==> src/cif_pkg.sv <==
// constants and carrier types of the core interrupt flag and enable logic
package cif_pkg;
   // register bus geometry
   localparam int ADDR_W = 9;
   localparam int DATA_W = 8;
   // register locations; the core control word is mirrored in every bank
   localparam logic [ADDR_W-1:0] CORE_CTRL_ADDR = 9'h00B;
   localparam logic [ADDR_W-1:0] BANK_OFFSET_MASK = 9'h07F;
   localparam logic [ADDR_W-1:0] PERIPH_FLAGS_ADDR = 9'h00C;
   // core control field positions
   localparam int GLOBAL_EN_BIT = 7;
   localparam int PERIPH_GRP_EN_BIT = 6;
   localparam int T0_EN_BIT = 5;
   localparam int EXT_EN_BIT = 4;
   localparam int PORT_EN_BIT = 3;
   localparam int T0_FLAG_BIT = 2;
   localparam int EXT_FLAG_BIT = 1;
   localparam int PORT_FLAG_BIT = 0;
   localparam int CORE_FLAG_W = 3;
   localparam int CORE_EN_W = 5;
   // peripheral flag field positions
   localparam int PSP_FLAG_BIT = 7;
   localparam int ADC_FLAG_BIT = 6;
   localparam int RX_FLAG_BIT = 5;
   localparam int TX_FLAG_BIT = 4;
   localparam int SSP_FLAG_BIT = 3;
   localparam int CCP_FLAG_BIT = 2;
   localparam int TMR2_FLAG_BIT = 1;
   localparam int TMR1_FLAG_BIT = 0;
   localparam int PERIPH_STICKY_W = 6;
   // reset values
   localparam logic [CORE_EN_W-1:0] CORE_EN_RESET = 5'h00;
   localparam logic [DATA_W-1:0] READ_IDLE = 8'h00;
   localparam logic [DATA_W-1:0] PERIPH_FLAGS_RESET = 8'h00;

   typedef struct packed {
      logic [ADDR_W-1:0] addr;
      logic [DATA_W-1:0] wdata;
      logic wr;
      logic rd;
   } cif_bus_req_t;

   // event inputs; pulses except rx_full and tx_empty, which are buffer levels
   typedef struct packed {
      logic t0_overflow;
      logic port_mismatch;
      logic psp_done;
      logic adc_done;
      logic rx_full;
      logic tx_empty;
      logic ssp_done;
      logic ccp_event;
      logic tmr2_match;
      logic tmr1_overflow;
   } cif_events_t;
endpackage : cif_pkg

==> src/cif_flag_cell.sv <==
// bank of sticky flag bits, set by hardware and written by software
`timescale 1ns/1ps
`default_nettype none
module cif_flag_cell #(
   parameter int WIDTH = 1,
   parameter logic [WIDTH-1:0] RESET_VAL = '0
) (
   // clock and reset
   input wire logic clock,
   input wire logic rst,
   // hardware events and software write
   input wire logic [WIDTH-1:0] set,
   input wire logic wr_en,
   input wire logic [WIDTH-1:0] wr_val,
   // flag state
   output logic [WIDTH-1:0] q
);
   typedef struct packed {
      logic [WIDTH-1:0] flags;
   } cif_cell_state_t;

   cif_cell_state_t state_ff;
   cif_cell_state_t nxt_state;

   always_comb begin
      nxt_state = state_ff;
      if (wr_en) begin
         nxt_state.flags = wr_val;
      end
      // an event in the clearing cycle must survive the write
      nxt_state.flags = nxt_state.flags | set;
   end

   always_ff @(posedge clock or posedge rst) begin
      if (rst) begin
         state_ff <= '{flags: RESET_VAL};
      end else begin
         state_ff <= nxt_state;
      end
   end

   assign q = state_ff.flags;
endmodule : cif_flag_cell
`default_nettype wire

==> src/cif_top.sv <==
// core interrupt enables, flags and request logic with its register port
//
// Summary of operation
// - each flag sets on its event whatever the enable and global enable bits say.
// - global enable bit 7 gates every interrupt request; zero blocks them all.
// - peripheral group enable bit 6 passes or blocks all peripheral requests.
// - bit 4 enables the external edge pin interrupt.
// - core control register is read-write; all bits reset to zero.
// - core control register answers at its offset in all four banks.
// - peripheral flag register holds one flag per peripheral source.
// - serial receive flag bit 5 is read-only and mirrors receive buffer full.
// - sync serial flag bit 3 is zero until a transfer or bus event completes.
//
// Implementation choice: the address-and-strobe port.
`timescale 1ns/1ps
`default_nettype none
module cif_top (
   // clock and reset
   input wire logic clock,
   input wire logic rst,
   // register port
   input wire cif_pkg::cif_bus_req_t bus_req,
   output logic [cif_pkg::DATA_W-1:0] rdata,
   // event sources
   input wire cif_pkg::cif_events_t events,
   input wire logic external_edge_pin,
   input wire logic ext_edge_rising,
   // peripheral source enables, held outside this block
   input wire logic [cif_pkg::DATA_W-1:0] periph_enable,
   // request to the core
   output logic irq
);
   typedef struct packed {
      logic [cif_pkg::CORE_EN_W-1:0] core_en;
      logic [cif_pkg::DATA_W-1:0] rdata;
      logic pin_meta;
      logic pin_sync;
      logic pin_prev;
   } cif_top_state_t;

   cif_top_state_t state_ff;
   cif_top_state_t nxt_state;

   logic core_hit;
   logic periph_hit;
   logic core_wr;
   logic periph_wr;
   logic ext_edge;
   logic [cif_pkg::CORE_FLAG_W-1:0] core_flag_set;
   logic [cif_pkg::CORE_FLAG_W-1:0] core_flags;
   logic [cif_pkg::PERIPH_STICKY_W-1:0] periph_flag_set;
   logic [cif_pkg::PERIPH_STICKY_W-1:0] periph_wr_val;
   logic [cif_pkg::PERIPH_STICKY_W-1:0] periph_sticky;
   logic [cif_pkg::DATA_W-1:0] core_value;
   logic [cif_pkg::DATA_W-1:0] periph_value;
   logic global_en;
   logic group_en;
   logic core_any;
   logic periph_any;

   // the control word ignores bank select bits so all mirrors hit one register
   assign core_hit = (bus_req.addr & cif_pkg::BANK_OFFSET_MASK)
                     == cif_pkg::CORE_CTRL_ADDR;
   assign periph_hit = bus_req.addr == cif_pkg::PERIPH_FLAGS_ADDR;
   assign core_wr = bus_req.wr && core_hit;
   assign periph_wr = bus_req.wr && periph_hit;

   // only the synchronised copy and its delayed twin feed the edge detector
   assign ext_edge = ext_edge_rising ? (state_ff.pin_sync && !state_ff.pin_prev)
                                     : (!state_ff.pin_sync && state_ff.pin_prev);

   // events set flags with no regard to any enable bit
   assign core_flag_set = {events.t0_overflow, ext_edge, events.port_mismatch};
   assign periph_flag_set = {events.psp_done, events.adc_done, events.ssp_done,
                             events.ccp_event, events.tmr2_match,
                             events.tmr1_overflow};
   assign periph_wr_val = {bus_req.wdata[cif_pkg::PSP_FLAG_BIT],
                           bus_req.wdata[cif_pkg::ADC_FLAG_BIT],
                           bus_req.wdata[cif_pkg::SSP_FLAG_BIT],
                           bus_req.wdata[cif_pkg::CCP_FLAG_BIT],
                           bus_req.wdata[cif_pkg::TMR2_FLAG_BIT],
                           bus_req.wdata[cif_pkg::TMR1_FLAG_BIT]};

   // port change flag comes out of reset cleared, a defined choice for an unknown
   cif_flag_cell #(
      .WIDTH(cif_pkg::CORE_FLAG_W),
      .RESET_VAL(3'h0)
   ) u_core_flags (
      .clock(clock),
      .rst(rst),
      .set(core_flag_set),
      .wr_en(core_wr),
      .wr_val(bus_req.wdata[cif_pkg::CORE_FLAG_W-1:0]),
      .q(core_flags)
   );

   cif_flag_cell #(
      .WIDTH(cif_pkg::PERIPH_STICKY_W),
      .RESET_VAL(6'h00)
   ) u_periph_flags (
      .clock(clock),
      .rst(rst),
      .set(periph_flag_set),
      .wr_en(periph_wr),
      .wr_val(periph_wr_val),
      .q(periph_sticky)
   );

   assign core_value = {state_ff.core_en, core_flags};
   // receive and transmit flags are live buffer levels, writes do not touch them
   assign periph_value = {periph_sticky[5], periph_sticky[4], events.rx_full,
                          events.tx_empty, periph_sticky[3], periph_sticky[2],
                          periph_sticky[1], periph_sticky[0]};

   always_comb begin
      nxt_state = state_ff;
      nxt_state.pin_meta = external_edge_pin;
      nxt_state.pin_sync = state_ff.pin_meta;
      nxt_state.pin_prev = state_ff.pin_sync;
      if (core_wr) begin
         nxt_state.core_en = bus_req.wdata[cif_pkg::DATA_W-1:cif_pkg::CORE_FLAG_W];
      end
      // read data stand for one cycle only, zero otherwise and on a miss
      nxt_state.rdata = cif_pkg::READ_IDLE;
      if (bus_req.rd) begin
         if (core_hit) begin
            nxt_state.rdata = core_value;
         end else if (periph_hit) begin
            nxt_state.rdata = periph_value;
         end
      end
   end

   always_ff @(posedge clock or posedge rst) begin
      if (rst) begin
         state_ff <= '{core_en: cif_pkg::CORE_EN_RESET, rdata: cif_pkg::READ_IDLE,
                       pin_meta: 1'b0, pin_sync: 1'b0, pin_prev: 1'b0};
      end else begin
         state_ff <= nxt_state;
      end
   end

   assign global_en = core_value[cif_pkg::GLOBAL_EN_BIT];
   assign group_en = core_value[cif_pkg::PERIPH_GRP_EN_BIT];
   assign core_any = (core_value[cif_pkg::T0_EN_BIT] && core_value[cif_pkg::T0_FLAG_BIT])
                  || (core_value[cif_pkg::EXT_EN_BIT]
                      && core_value[cif_pkg::EXT_FLAG_BIT])
                  || (core_value[cif_pkg::PORT_EN_BIT]
                      && core_value[cif_pkg::PORT_FLAG_BIT]);
   assign periph_any = |(periph_enable & periph_value);
   // level request; the core masks it further while it services one
   assign irq = global_en && (core_any || (group_en && periph_any));
   assign rdata = state_ff.rdata;

   // timer zero overflow lands in its flag even while disabled
   property p_flag_sets;
      @(posedge clock) disable iff (rst)
      events.t0_overflow |=> core_value[cif_pkg::T0_FLAG_BIT];
   endproperty
   chk_flag_sets_free: assert property (p_flag_sets)
      else $error("timer zero flag did not set on overflow");

   chk_global_gate: assert property (
      @(posedge clock) disable iff (rst)
      !global_en |-> !irq)
      else $error("request raised with global enable clear");

   chk_group_gate: assert property (
      @(posedge clock) disable iff (rst)
      (!group_en && !core_any) |-> !irq)
      else $error("peripheral request passed a cleared group enable");

   chk_ext_enable: assert property (
      @(posedge clock) disable iff (rst)
      (global_en && core_value[cif_pkg::EXT_EN_BIT] && core_value[cif_pkg::EXT_FLAG_BIT])
      |-> irq)
      else $error("enabled external edge flag gave no request");

   chk_reset_zero: assert property (
      @(posedge clock) $fell(rst) |-> (core_value == 8'h00 && rdata == 8'h00))
      else $error("control register not zero after reset");

   chk_mirror_read: assert property (
      @(posedge clock) disable iff (rst)
      (bus_req.rd && core_hit && !core_wr) |=> rdata == $past(core_value))
      else $error("mirrored control read returned wrong value");

   chk_periph_read: assert property (
      @(posedge clock) disable iff (rst)
      (bus_req.rd && periph_hit) ##1 !bus_req.rd |-> ##1 rdata == 8'h00)
      else $error("read data stood past its cycle");

   chk_rx_live: assert property (
      @(posedge clock) disable iff (rst)
      (bus_req.rd && periph_hit) |=> rdata[cif_pkg::RX_FLAG_BIT] == $past(events.rx_full))
      else $error("receive flag did not follow the buffer level");

   chk_sync_clear: assert property (
      @(posedge clock) disable iff (rst)
      (periph_wr && !bus_req.wdata[cif_pkg::SSP_FLAG_BIT] && !events.ssp_done)
      |=> !periph_value[cif_pkg::SSP_FLAG_BIT])
      else $error("sync serial flag not cleared by write of zero");

   chk_irq_periph: assert property (
      @(posedge clock) disable iff (rst)
      (global_en && group_en && periph_any) |-> irq)
      else $error("enabled peripheral flag gave no request");

   chk_sticky_hold: assert property (
      @(posedge clock) disable iff (rst)
      (core_value[cif_pkg::EXT_FLAG_BIT] && !core_wr) |=> core_value[cif_pkg::EXT_FLAG_BIT])
      else $error("external edge flag dropped without a write");

   chk_set_wins: assert property (
      @(posedge clock) disable iff (rst)
      (periph_wr && events.tmr1_overflow) |=> periph_value[cif_pkg::TMR1_FLAG_BIT])
      else $error("event lost against a clearing write");

   // flags follow their sources whatever the enables hold
   chk_ext_sets_free: assert property (
      @(posedge clock) disable iff (rst)
      ext_edge |=> core_value[cif_pkg::EXT_FLAG_BIT])
      else $error("external edge flag did not set");

   chk_port_sets_free: assert property (
      @(posedge clock) disable iff (rst)
      events.port_mismatch |=> core_value[cif_pkg::PORT_FLAG_BIT])
      else $error("port change flag did not set");

   chk_psp_sets_free: assert property (
      @(posedge clock) disable iff (rst)
      events.psp_done |=> periph_value[cif_pkg::PSP_FLAG_BIT])
      else $error("parallel slave flag did not set");

   chk_adc_sets_free: assert property (
      @(posedge clock) disable iff (rst)
      events.adc_done |=> periph_value[cif_pkg::ADC_FLAG_BIT])
      else $error("conversion flag did not set");

   chk_ccp_sets_free: assert property (
      @(posedge clock) disable iff (rst)
      events.ccp_event |=> periph_value[cif_pkg::CCP_FLAG_BIT])
      else $error("capture compare flag did not set");

   chk_tmr2_sets_free: assert property (
      @(posedge clock) disable iff (rst)
      events.tmr2_match |=> periph_value[cif_pkg::TMR2_FLAG_BIT])
      else $error("timer two match flag did not set");

   chk_tmr1_sets_free: assert property (
      @(posedge clock) disable iff (rst)
      events.tmr1_overflow |=> periph_value[cif_pkg::TMR1_FLAG_BIT])
      else $error("timer one overflow flag did not set");

   chk_sync_sets: assert property (
      @(posedge clock) disable iff (rst)
      events.ssp_done |=> periph_value[cif_pkg::SSP_FLAG_BIT])
      else $error("sync serial flag did not set on completion");

   chk_t0_request: assert property (
      @(posedge clock) disable iff (rst)
      (global_en && core_value[cif_pkg::T0_EN_BIT] && core_value[cif_pkg::T0_FLAG_BIT]) |-> irq)
      else $error("enabled timer zero flag gave no request");

   chk_port_request: assert property (
      @(posedge clock) disable iff (rst)
      (global_en && core_value[cif_pkg::PORT_EN_BIT] && core_value[cif_pkg::PORT_FLAG_BIT]) |-> irq)
      else $error("enabled port change flag gave no request");

   chk_t0_masked: assert property (
      @(posedge clock) disable iff (rst)
      (!core_value[cif_pkg::T0_EN_BIT] && !core_value[cif_pkg::EXT_FLAG_BIT]
       && !core_value[cif_pkg::PORT_FLAG_BIT] && !group_en) |-> !irq)
      else $error("masked timer zero flag raised a request");

   chk_ext_masked: assert property (
      @(posedge clock) disable iff (rst)
      (!core_value[cif_pkg::EXT_EN_BIT] && !group_en
       && !(core_value[cif_pkg::T0_EN_BIT] && core_value[cif_pkg::T0_FLAG_BIT])
       && !(core_value[cif_pkg::PORT_EN_BIT] && core_value[cif_pkg::PORT_FLAG_BIT]))
      |-> !irq)
      else $error("masked external edge flag raised a request");

   chk_core_write: assert property (
      @(posedge clock) disable iff (rst)
      core_wr |=> core_value[cif_pkg::DATA_W-1:cif_pkg::CORE_FLAG_W]
                  == $past(bus_req.wdata[cif_pkg::DATA_W-1:cif_pkg::CORE_FLAG_W]))
      else $error("control enables did not take the written value");

   chk_enable_hold: assert property (
      @(posedge clock) disable iff (rst)
      !core_wr |=> $stable(core_value[cif_pkg::DATA_W-1:cif_pkg::CORE_FLAG_W]))
      else $error("control enables changed without a write");

   // read port answers once, then idles at zero
   chk_core_read_once: assert property (
      @(posedge clock) disable iff (rst)
      (bus_req.rd && core_hit) ##1 !bus_req.rd |-> ##1 rdata == 8'h00)
      else $error("control read data stood past its cycle");

   chk_unmapped_read: assert property (
      @(posedge clock) disable iff (rst)
      (bus_req.rd && !core_hit && !periph_hit) |=> rdata == 8'h00)
      else $error("unmapped read returned nonzero data");

   chk_idle_read: assert property (
      @(posedge clock) disable iff (rst)
      !bus_req.rd |=> rdata == cif_pkg::READ_IDLE)
      else $error("read data present without a read");

   chk_periph_readback: assert property (
      @(posedge clock) disable iff (rst)
      (bus_req.rd && periph_hit) |=> rdata == $past(periph_value))
      else $error("peripheral flag read returned wrong value");

   chk_tx_live: assert property (
      @(posedge clock) disable iff (rst)
      (bus_req.rd && periph_hit) |=> rdata[cif_pkg::TX_FLAG_BIT] == $past(events.tx_empty))
      else $error("transmit flag did not follow the buffer level");

   chk_periph_hold: assert property (
      @(posedge clock) disable iff (rst)
      (periph_value[cif_pkg::ADC_FLAG_BIT] && !periph_wr) |=> periph_value[cif_pkg::ADC_FLAG_BIT])
      else $error("conversion flag dropped without a write");

   chk_periph_clear: assert property (
      @(posedge clock) disable iff (rst)
      (periph_wr && !bus_req.wdata[cif_pkg::ADC_FLAG_BIT] && !events.adc_done)
      |=> !periph_value[cif_pkg::ADC_FLAG_BIT])
      else $error("conversion flag not cleared by write of zero");

   chk_core_clear: assert property (
      @(posedge clock) disable iff (rst)
      (core_wr && !bus_req.wdata[cif_pkg::T0_FLAG_BIT] && !events.t0_overflow)
      |=> !core_value[cif_pkg::T0_FLAG_BIT])
      else $error("timer zero flag not cleared by write of zero");

   cov_irq_rise: cover property (@(posedge clock) disable iff (rst) $rose(irq));
   cov_clear_clash: cover property (@(posedge clock) disable iff (rst)
      core_wr && events.t0_overflow && !bus_req.wdata[cif_pkg::T0_FLAG_BIT]);
   cov_high_mirror: cover property (@(posedge clock) disable iff (rst)
      core_wr && bus_req.addr == 9'h18B);
   cov_ext_edge: cover property (@(posedge clock) disable iff (rst) ext_edge);
   cov_periph_clash: cover property (@(posedge clock) disable iff (rst)
      periph_wr && events.tmr1_overflow);
endmodule : cif_top
`default_nettype wire

==> config.mk <==
export PLATFORM = sky130hd
export DESIGN_NAME = cif_top
export DESIGN_NICKNAME = d
export VERILOG_FILES = /design/src/cif_pkg.sv /design/src/cif_flag_cell.sv /design/src/cif_top.sv
export SDC_FILE = /design/constraint.sdc
export NUM_CORES = 1
export LEC_CHECK = 0
export BUFFER_PORTS_ARGS = -buffer_cell sky130_fd_sc_hd__buf_2
export CORE_UTILIZATION = 38
export CTS_BUF_LIST = sky130_fd_sc_hd__clkbuf_16
export DETAILED_ROUTE_END_ITERATION = 10
export PLACE_DENSITY = 0.71
export SYNTH_ARGS = -nofsm -noshare
export SYNTH_HDL_FRONTEND = slang
export SYNTH_HIERARCHICAL = 1
export SYNTH_SLANG_ARGS = --single-unit
==> constraint.sdc <==
create_clock -name clock -period 1.75 [get_ports clock]
set_input_delay 0.0875 -clock clock [delete_from_list [all_inputs] [get_ports clock]]
set_output_delay 0.0875 -clock clock [all_outputs]
set_load 0.05 [all_outputs]
# Word-level counts from Yosys, hierarchy flattened
# Index checks and enable logic that the tools add are counted.
# classes
muxes	6
bitwise_logic	3
reduce_logical	15
eq_ne	2
# op_table
cell	n
2-to-1 mux 8 bit	3
== test 9 x 4 -> 1 bit, second input constant	1
logical AND 1 bit	9
bitwise AND 8 bit	1
OR reduction 8 bit	1
== test 7 x 4 -> 1 bit, second input constant	1
2-to-1 mux 6 bit	1
bitwise OR 6 bit	1
logical OR 1 bit	3
2-to-1 mux 3 bit	1
bitwise OR 3 bit	1
logical NOT 1 bit	2
2-to-1 mux 1 bit	1
# totals
output_inout_bits	9
regBits	25
elab_cells	33
inputBits	41

# Logic depth before layout (Yosys ltp)
# logic_depth
ltp_word	5
mapped_depth	6
mapped_depth_nobuf	5

# By module
# The synthesis kept the hierarchy.
# modules_own_cells
module	cells_each	area_each_um2	n_inst	seq_area_each_um2
cif_top	60	774.5	1	400.4
cif_flag_cell (u_periph_flags)	20	266.5	1	150.1
cif_flag_cell (u_core_flags)	10	123.9	1	75.1

# Worst setup path before layout
# No wires, ideal clock.
# synth_path
path_kind	flip-flop to output port
from	register u_periph_flags.state_ff, in the netlist u_periph_flags/q[3]
to	output port irq
path_stages_with_launch	4
t_arrival_ns	1.670
required_time_ns	1.662
slack_ns	-0.008
path_buffers	0
cell_sequence	dfrtp_1 -> a22o_1 -> o41ai_1 -> a21boi_0
# synth_between
elab_chain_len	5
# synth_lines
item	line_no	text
start, declared	cif_flag_cell.sv:22	cif_cell_state_t state_ff;
start signal, assigned	cif_flag_cell.sv:36	state_ff <= '{flags: RESET_VAL};
start signal, assigned	cif_flag_cell.sv:38	state_ff <= nxt_state;
bitwise AND 8 bit	cif_top.sv:150	assign periph_any = |(periph_enable & periph_value);
OR reduction 8 bit	cif_top.sv:150	
logical AND 1 bit	cif_top.sv:152	assign irq = global_en && (core_any || (group_en && periph_any));
logical OR 1 bit	cif_top.sv:152	
logical AND 1 bit	cif_top.sv:152	
end, declared	cif_top.sv:31	output logic irq
# Every way passes these cells.

# Worst setup path after layout
# layout_path
from	register u_periph_flags.state_ff, in the netlist u_periph_flags/q[4]
to	output port irq
# Same word-level chain as after synthesis.

==> key figures <==
Clock network
  – CTS sink count: 25
  – Clock tree buffer depth: 2
  – H-tree depth: 1
  – Root Buffer: clkbuf_16
  – CTS tree: done
  – CTS Buf Count: 3
  – Worst skew pair latency: 0.25 ns
  – Worst-path clk slew: 0.06 ns

Yosys
  – Syn avg cell area: 12.9 µm²
  – XOR/XNOR Fraction of Synth Area: 0
  – Post-synthesis share of cell area spent on full adders, half adders and majority gates: 0
  – FFs w/ async S/R, synth: 1.00
  – Post-synth EDFFs: 0
  – Synth cell count leaders: dfrtp_1 (25), a22o_1 (12), a211o_1 (9)
  – Synth Area in Compound Gates: 0.185
  – Area of the mapped netlist: 1160 µm²
  – Synthesized Nets: 131
  – Largest area contributor in the netlist: dfrtp_1
  – Mux cell area share after synthesis: 0.0644
  – Top cells by area, synth: dfrtp_1 (54%), a22o_1 (9.0%), a211o_1 (6.8%)
  – Unique cell type count in the Yosys netlist: 22
  – Most common cell in the synthesized netlist: dfrtp_1
  – Syn Inst Count: 90
  – YS warnings: 6
  – #FFs+latches synth: 25
  – Sequential area share after synthesis: 0.537
  – Largest family of logic cells by synthesized area: compound AO/OA/AOI/OAI gates
  – Top cell type's share of synthesized area: 0.537
  – Top_reg_cell synth: dfrtp_1
  – Simple-Gate Fraction of Synth Area: 0.124

Outcome
  – Failing checks: design-rule violations
  – Status: complete, but fails checks

Worst hold path
  – Worst hold endpoint: u_periph_flags/q[5]
  – HP Start: events[7]
  – Type of the worst min-delay path: primary input to flop
  – Hold depth: 2

Worst setup path
  – Startpoint Class: flop
  – Worst R2R Setup Slack: 0.80 ns
  – Reg-to-reg startpoint: nxt_state[0]
  – WP data required: 1.66 ns
  – RR Endpoint: u_core_flags/q[1]
  – Worst Setup SP: u_periph_flags/q[4]
  – Worst EP arrival: 1.55 ns
  – CP Capture Type: output port
  – Critical path peak fanout: 3
  – Reg2reg path depth: 4
  – Critical path class: flop to output port

Cells and area
  – Area grow syn2layout: 31.6%
  – Post-route design area: 1530 µm²
  – Layout cells sized above 1: 0.514
  – N_diodes: 0
  – Fin nets: 184

Drt
  – Wire per inst: 14.2 µm
  – DRT iter0 DRCs: 31
  – Total number of vias: 877
  – Drt pass-1 iters: 8
  – Post-route ant nets: 0
  – DRC viols: 2
  – Final WL: 2460 µm
  – Drt via density: 5.07

Power
  – Power density over the cells: 785 nW/µm²
  – Total Power: 1.20 mW
  – Leak: 0.773 nW
  – Worst vdd ir: 0.366 mV

Timing
  – Clk_skew: 0.00118 ns
  – Final setup fails: 0
  – Crit path time final: 1.64 ns
  – Measured slew at the worst slew-check pin: 0.575 ns
  – RSZ-0062 raised after global routing: no
  – Slew headroom: 0.616
  – Slew Limit Fails: 0
  – Period utilization: 0.934
  – Final Hold Fails: 0
  – Final setup TNS: 0 ns
  – Peak Freq: 612 MHz

Placed design
  – # port buffers: 49
  – Placed Area: 1430 µm²
  – DP HPWL: 2000 µm
  – Final GP Congestion: 0.790

Die
  – CORE AREA: 2830 µm²
  – # IOs: 50
  – Die Ht: 57.4 µm
  – Die footprint: 3290 µm²
  – Die X: 57.4 µm
  – Starting Density: 0.412
  – FP Rows: 19

Global routing
  – First-pass GRT wire length: 4070 µm
  – Tot GR Track Use: 0.162
  – Global route overflow: 0
  – Initial antenna violation count: 0
  – Largest net degree at the start of global routing: 17
  – Vias in the first global route: 895

Flow run
  – Max_cap viols: 0
## logic make-up (layout without fill, tap and decap cells)
logic type / after synthesis / in the layout
AO/OA/AOI/OAI: 25 / 25
flip-flops: 25 / 25
AND/OR/NAND/NOR: 19 / 19
buffers and inverters: 16 / 68
multiplexers: 5 / 5
## cells in the final DEF (no fill, tap or decap), types with 2 or more instances in the layout
master | synthesis | final
nand2_1 | 2 | 2
mux2_4 | 5 | 5
a22o_1 | 12 | 12
nor4b_2 | 1 | 2
inv_1 | 6 | 6
nor2b_2 | 4 | 4
dfrtp_1 | 25 | 25
dlygate4sd3_1 | 0 | 2
nor2b_1 | 4 | 4
clkbuf_16 | 0 | 3
buf_2 | 0 | 49
buf_4 | 8 | 7
a211o_1 | 9 | 9
## sequential cells by signal, summed over array words and instances, names as in the netlist
signal and cells:
state_ff 1, core_value 5, u_periph_flags/q 6, nxt_state 2
rdata 8, u_core_flags/q 3
## layout make-up
cell class	instances	area (µm²)
inverters	6	22.5
clock inverters	1	5.00
fillers	250	1300
flip-flops and latches	25	626
repair buffers	58	318
well taps	31	38.8
multi-input cells	49	448
clock buffers	3	75.1
## worst max-delay path by stage
| stage | endpoint | slack (ns) | depth (start not counted) |
|---|---|---|---|
| after floorplan | u_core_flags/q[0] | 0.11 | 6 |
| after detailed placement | core_value[7] | 0.02 | 5 |
| after CTS | irq | 0.07 | 4 |
| final | irq | 0.11 | 4 |
| after global placement | core_value[3] | 0.06 | 5 |
| after global routing | irq | 0.02 | 4 |
## power breakdown
part	internal [mW]	switching, mW
registers	0.592	0.0112
logic	0.0640	0.0498
clock network	0.307	0.180
total	0.963	0.241
## critical path: stages, from the launching register on
cell      delay [ns]
dfrtp_1         0.40
a22o_1          0.22
o41ai_2         0.33
a21boi_1        0.11
buf_2           0.23
## through the flow
stage,cells,worst slack [ns],hold WS (ns),utilization
CTS,173,0.0702,0.0213,0.539
global placement,167,0.0644,-0.0238,0.504
detailed placement,167,0.0203,-0.0134,0.504
global route,173,0.0214,0.0190,0.542
finish,173,0.115,0.0219,0.542
floorplan,90,0.105,-0.159,-
## what timing repair did
action / CTS / global route
endpoints found under the hold margin: 26 / 0
gates resized for setup: 0 / 1
hold buffers: 2 / 0
buffers inserted: 0 / 0
setup endpoints to repair: 0 / 1
## layer usage
metal / GRT usage / wire [µm] / part of all wire / up-vias
li1: - / - / - / 428
met1: 0.203 / 1030 / 0.42 / 425
met2: 0.281 / 1330 / 0.54 / 22
met3: 0.0272 / 94 / 0.038 / 2
met4: 0.0557 / 8 / 0.0033 / 0
met5: 0 / 0 / 0 / -
(Power assumes the default switching activity.)
